[src/hdl/instr_exec_pkg.sv]
// Shared types and constants for the table read / xor instruction executor
package instr_exec_pkg;

   localparam int unsigned DATA_W = 8;
   localparam int unsigned ROM_W = 14;
   localparam int unsigned ROM_ADDR_W = 11;
   localparam int unsigned REG_ADDR_W = 7;
   localparam int unsigned PTR_LSB_W = 3;
   localparam int unsigned HIGH_W = 6;
   localparam logic [7:0] ACC_RESET = 8'h00;
   localparam logic [5:0] HIGH_DATA_RESET = 6'h00;
   localparam logic [7:0] ZERO_BYTE = 8'h00;
   localparam logic [2:0] TABLE_READ_CYCLES = 3'h2;

   typedef enum logic [2:0] {
      OP_NONE,
      OP_TABLE_READ,
      OP_TIMER_MODE_READ,
      OP_XOR_REG,
      OP_XOR_IMM
   } opcode_t;

   // One decoded instruction from the core
   typedef struct packed {
      logic valid;
      opcode_t op;
      logic [6:0] reg_addr;
      logic dest_reg;
      logic [7:0] imm;
   } instr_t;

   // Write-back to the data-memory register file
   typedef struct packed {
      logic en;
      logic [6:0] addr;
      logic [7:0] data;
   } reg_wr_t;

endpackage : instr_exec_pkg

[src/hdl/table_read_xor_instr_exec.sv]
// Executes table read, timer mode read and exclusive-OR instructions
`timescale 1ns/1ns

// What this block does
// - Table read addresses ROM by {pointer[2:0], accumulator}; low byte goes to accumulator.
// - Table read places upper six ROM word bits into table high data [5:0].
// - Timer mode read copies timer0 mode register to accumulator; flags unchanged.
// - Register XOR combines accumulator with register 0..127 and updates zero flag.
// - Register XOR destination 0 writes accumulator, destination 1 writes the register.
// - Immediate XOR combines accumulator with 8-bit immediate, into accumulator, updates zero.
module table_read_xor_instr_exec (
   // Clock and reset
   input wire logic sys_clk_i,
   input wire logic resetn_i,
   // Decoded instruction
   input wire instr_exec_pkg::instr_t instr_i,
   output logic busy_o,
   // Core state inputs
   input wire logic [2:0] table_high_pointer_i,
   input wire logic [7:0] timer0_mode_reg_i,
   input wire logic [7:0] reg_rdata_i,
   // Program memory, word expected in the same cycle the address is presented
   output logic rom_rd_o,
   output logic [10:0] rom_addr_o,
   input wire logic [13:0] rom_data_i,
   // Register file access
   output logic [6:0] reg_raddr_o,
   output instr_exec_pkg::reg_wr_t reg_wr_o,
   // Architectural results
   output logic [7:0] accumulator_o,
   output logic [5:0] table_high_data_o,
   output logic zero_flag_o,
   output logic zero_flag_wr_o
);

   typedef enum logic {ST_IDLE, ST_ROM_WAIT} state_t;

   state_t state_q, state_d;
   logic [7:0] acc_q, acc_d;
   logic [5:0] thd_q, thd_d;
   logic zf_q, zf_d;
   logic zf_wr_q, zf_wr_d;
   logic rom_rd_q, rom_rd_d;
   logic busy_q, busy_d;
   logic [10:0] rom_addr_q, rom_addr_d;
   instr_exec_pkg::reg_wr_t wr_q, wr_d;
   logic [7:0] xor_b;
   logic [7:0] xor_res;
   logic xor_zero;

   // The register operand is read combinationally from the file
   assign reg_raddr_o = instr_i.reg_addr;
   assign xor_b = (instr_i.op == instr_exec_pkg::OP_XOR_IMM) ? instr_i.imm : reg_rdata_i;

   xor_unit u_xor (
      .a_i(acc_q),
      .b_i(xor_b),
      .result_o(xor_res),
      .zero_o(xor_zero)
   );

   always_comb begin
      state_d = state_q;
      acc_d = acc_q;
      thd_d = thd_q;
      zf_d = zf_q;
      zf_wr_d = 1'b0;
      rom_rd_d = 1'b0;
      busy_d = 1'b0;
      rom_addr_d = rom_addr_q;
      wr_d = '0;
      case (state_q)
         ST_IDLE: begin
            if (instr_i.valid) begin
               case (instr_i.op)
                  instr_exec_pkg::OP_TABLE_READ: begin
                     rom_addr_d = {table_high_pointer_i, acc_q};
                     rom_rd_d = 1'b1;
                     busy_d = 1'b1;
                     state_d = ST_ROM_WAIT;
                  end
                  instr_exec_pkg::OP_TIMER_MODE_READ: begin
                     acc_d = timer0_mode_reg_i;
                  end
                  instr_exec_pkg::OP_XOR_REG: begin
                     if (instr_i.dest_reg) begin
                        wr_d.en = 1'b1;
                        wr_d.addr = instr_i.reg_addr;
                        wr_d.data = xor_res;
                     end else begin
                        acc_d = xor_res;
                     end
                     zf_d = xor_zero;
                     zf_wr_d = 1'b1;
                  end
                  instr_exec_pkg::OP_XOR_IMM: begin
                     acc_d = xor_res;
                     zf_d = xor_zero;
                     zf_wr_d = 1'b1;
                  end
                  default: begin
                  end
               endcase
            end
         end
         ST_ROM_WAIT: begin
            acc_d = rom_data_i[7:0];
            thd_d = rom_data_i[13:8];
            state_d = ST_IDLE;
         end
         default: state_d = ST_IDLE;
      endcase
   end

   always_ff @(posedge sys_clk_i or negedge resetn_i) begin
      if (!resetn_i) begin
         state_q <= ST_IDLE;
         acc_q <= instr_exec_pkg::ACC_RESET;
         thd_q <= instr_exec_pkg::HIGH_DATA_RESET;
         zf_q <= 1'b0;
         zf_wr_q <= 1'b0;
         rom_rd_q <= 1'b0;
         busy_q <= 1'b0;
         rom_addr_q <= '0;
         wr_q <= '0;
      end else begin
         state_q <= state_d;
         acc_q <= acc_d;
         thd_q <= thd_d;
         zf_q <= zf_d;
         zf_wr_q <= zf_wr_d;
         rom_rd_q <= rom_rd_d;
         busy_q <= busy_d;
         rom_addr_q <= rom_addr_d;
         wr_q <= wr_d;
      end
   end

   // Busy covers the second cycle of the two-cycle table read; its own flop keeps the output glitch free
   assign busy_o = busy_q;
   assign rom_rd_o = rom_rd_q;
   assign rom_addr_o = rom_addr_q;
   assign reg_wr_o = wr_q;
   assign accumulator_o = acc_q;
   assign table_high_data_o = thd_q;
   assign zero_flag_o = zf_q;
   assign zero_flag_wr_o = zf_wr_q;
endmodule // table_read_xor_instr_exec

[src/hdl/xor_unit.sv]
// Exclusive-OR unit with zero detect
`timescale 1ns/1ns
module xor_unit (
   // Operands
   input wire logic [7:0] a_i,
   input wire logic [7:0] b_i,
   // Result
   output logic [7:0] result_o,
   output logic zero_o
);

   always_comb begin
      result_o = a_i ^ b_i;
      zero_o = (result_o == instr_exec_pkg::ZERO_BYTE);
   end

endmodule // xor_unit

[config.mk]
export PLATFORM = sky130hd
export DESIGN_NAME = table_read_xor_instr_exec
export DESIGN_NICKNAME = d
export VERILOG_FILES = /design/src/hdl/instr_exec_pkg.sv /design/src/hdl/table_read_xor_instr_exec.sv /design/src/hdl/xor_unit.sv
export SDC_FILE = /design/constraint.sdc
export NUM_CORES = 1
export LEC_CHECK = 0
export BUFFER_PORTS_ARGS = -buffer_cell sky130_fd_sc_hd__buf_2
export CORE_MARGIN = 2
export CORE_UTILIZATION = 51
export CTS_BUF_LIST = sky130_fd_sc_hd__clkbuf_8
export CTS_CLUSTER_SIZE = 8
export DETAILED_ROUTE_END_ITERATION = 7
export PLACE_DENSITY = 0.95
export SLEW_MARGIN = 20
export SYNTH_ARGS = -nofsm -noshare
export SYNTH_HDL_FRONTEND = slang
export SYNTH_HIERARCHICAL = 1
export SYNTH_SLANG_ARGS = --single-unit
[constraint.sdc]
create_clock -name sys_clk_i -period 3.43 [get_ports sys_clk_i]
set_input_delay 0.1715 -clock sys_clk_i [delete_from_list [all_inputs] [get_ports sys_clk_i]]
set_output_delay 0.1715 -clock sys_clk_i [all_outputs]
set_load 0.03 [all_outputs]
==> results_dict.tcl <==
set metrics [dict create \
    synth_edf_count 0 \
    grt_first_pass_wirelength_microns 7130 \
    diodes 0 \
    path_clk_slew_ps 80 \
    synth_xor_area_share_pct 3.32 \
    hpwl_microns 3430 \
    tns_ps 0 \
    die_w_microns 68.3 \
    clk_latency_ps 290 \
    seq_area_frac_synth_pct 52.2 \
    finalSetupViolations 0 \
    fin_area_sq_um 2710 \
    hold_violations 0 \
    syn_nets 235 \
    synth_top_cell_area_share_pct 52.2 \
    finalNetCount 330 \
    gr-usage-all-layers_pct 20.9 \
    drv_slew 0 \
    ioPinCount 107 \
    crit_type "input port to flip-flop" \
    rows 23 \
    overflow 0 \
    hold_path_class "input port to flip-flop" \
    first_global_vias 1532 \
    antenna_found_initial 0 \
    synth_top_family_by_area "multiplexers" \
    synth_common_cells "44 x dfrtp_1, 26 x mux2_1, 16 x and2_1, 9 x nor2_1" \
    fin_crit_sh_pct 66.4 \
    tightestPinTransition_ps 717 \
    fin_worst_skew_ps 7.02 \
    worstHoldPathCells 2 \
    grt_max_degree 45 \
    core_sq_um 4000 \
    cp.arrival_ps 2500 \
    critPathTopFamily "simple AND/OR/NAND/NOR gates" \
    die_y_microns 68.3 \
    yosysMostFrequentCell "dfrtp_1" \
    cts.path.max_buffers 2 \
    cts_sinks 44 \
    ant_nets 0 \
    rsz0062_at_grt "no" \
    cts_root_buf "clkbuf_8" \
    cap_violations 0 \
    pwr_density_cell_nw_per_um2 555 \
    fmax_ghz 0.439 \
    critPathSlowestCell "or3_1" \
    cts_resized 0 \
    initial_core_util_pct 52.7 \
    synth.area.top_cells "dfrtp_1 52%, mux2_1 14%, and2_1 4.7%" \
    ys_ff_latch 44 \
    utilization_pct 67.8 \
    gp_congestion 0.836 \
    synthCells 180 \
    crit_chain "buf_2, inv_1, or3_1, mux2_1, xor2_1, nor3b_1, o21ai_0, o221ai_1, a21oi_1" \
    synth_ff_type "dfrtp_1" \
    viasPerCell 5.24 \
    finalCriticalPeriod_ps 2280 \
    crit_path_max_fanout 17 \
    synth_area_sq_um 2110 \
    power_leakage_uw 0.00139 \
    slew_headroom_pct 52.1 \
    htree_levels 2 \
    drt_wl_total_microns 4700 \
    drc 0 \
    drt_iter0_markers 54 \
    reg2reg_slack_ps 1420 \
    drive_above_1_share_pct 43.8 \
    cp.depth 9 \
    numCtsBuffers 5 \
    yosys.area_share.adder_pct 0 \
    cp.required_ps 3650 \
    post_dp_cell_area_sq_um 2570 \
    first_pass_iters 4 \
    synth.avg_cell_area_sq_um 11.7 \
    synth_cell_type_count 28 \
    critPathLaunchType "input port" \
    synth-simple-area-share_pct 13.1 \
    async_flop_share_pct 100 \
    io_buffers 106 \
    status "completed" \
    cp-end-kind "flip-flop" \
    synth_compound_area_share_pct 10.8 \
    cp_num_buf_inv 2 \
    wl_per_cell_microns 14.4 \
    synthMuxAreaShare_pct 13.9 \
    irDropWorstVdd_mv 0.306 \
    yosysWarnings 6 \
    slowest_delay_ps 600 \
    cts_tree "done" \
    reg2reg_depth 3 \
    die_area_sq_um 4670 \
    vias 1707 \
    area_delta_synth_final_pct 28.5 \
    yosys.area.top_type "dfrtp_1" \
]
==> what timing repair did <==
action,in CTS,in global routing
endpoints found under the setup margin,0,0
setup buffers,0,0
endpoints found under the hold margin,0,18
hold buffers,0,1
==> flip-flops by register name, summed over array words and instances (netlist names) <==
register and cells:
zero_flag_wr_o 1, accumulator_o 8, zero_flag_o 1, rom_addr_o 11, table_high_data_o 6, busy_o 1, reg_wr_o 16
==> worst reg2reg max path: stages (launching register included) <==
cell and delay (ps):
dfrtp_1 510, inv_2 240, nand4_1 600, mux2_1 550
==> report_power, final <==
group	switching, uW	total [uW]	internal, uW
sequential	55.6	662	606
clock	168	328	161
combinational	341	515	173
==> metrics by stage <==
step,power [uW],hold WS (ps),cells,worst slack [ps]
6_report,1500,93.2,326,1150
5_1_grt,1590,89.0,326,990
4_1_cts,1510,64.6,324,1170
3_5_place_dp,1180,381,316,956
3_3_place_gp,1170,369,316,1040
2_1_floorplan,1020,-124,180,1380
==> path summary, 6_finish.rpt <==
check,from,to
max reg2reg,busy_o,rom_addr_o[10]
min reg2reg,table_high_data_o[0],table_high_data_o[0]
min,rom_data_i[8],table_high_data_o[0]
max,instr_i[18],accumulator_o[4]
max in group asynchronous,resetn_i,reg_wr_o[6]
min in group asynchronous,resetn_i,table_high_data_o[1]
==> cells in the final DEF (no fill, tap or decap), types with 2 or more instances in the layout <==
cell,synthesis,routed
dfrtp_1,44,44
nor3b_1,8,8
nand2_1,2,2
inv_2,2,2
clkinv_2,0,2
o21ai_0,8,8
nor2_1,9,9
mux2_1,26,26
and2_1,16,16
xor2_1,8,8
a21oi_2,2,2
buf_2,8,106
o221ai_1,8,8
o22ai_1,8,8
clkbuf_8,0,6
a21oi_1,7,7
nor4_1,2,2
==> final cells by class <==
cell class                      instances  area, sq um
Tap cell                               50         62.6
Sequential cell                        44         1100
Clock buffer                            6         82.6
Fill cell                             307         1290
Clock inverter                          2         10.0
Timing Repair Buffer                  108          568
Inverter                                3         11.3
Multi-Input combinational cell        113          876
==> kinds of logic (layout without fill, tap and decap cells) <==
logic type | count (synthesis) | after routing
compound gates | 35 | 35
xor+xnor | 8 | 8
buf+inv | 23 | 119
flops | 44 | 44
mux | 26 | 26
simple gates | 44 | 44
==> layer usage <==
| metal | part of all wire, % | routed length [microns] | vias up | track usage, % |
|---|---|---|---|---|
| met5 | 0 | 0 | - | 0 |
| met4 | 1.9 | 87 | 0 | 11.5 |
| met3 | 8.1 | 382 | 9 | 5.76 |
| met2 | 47 | 2200 | 79 | 32.2 |
| met1 | 43 | 2030 | 792 | 26.6 |
| li1 | - | - | 827 | - |
(Power assumes the default switching activity.)
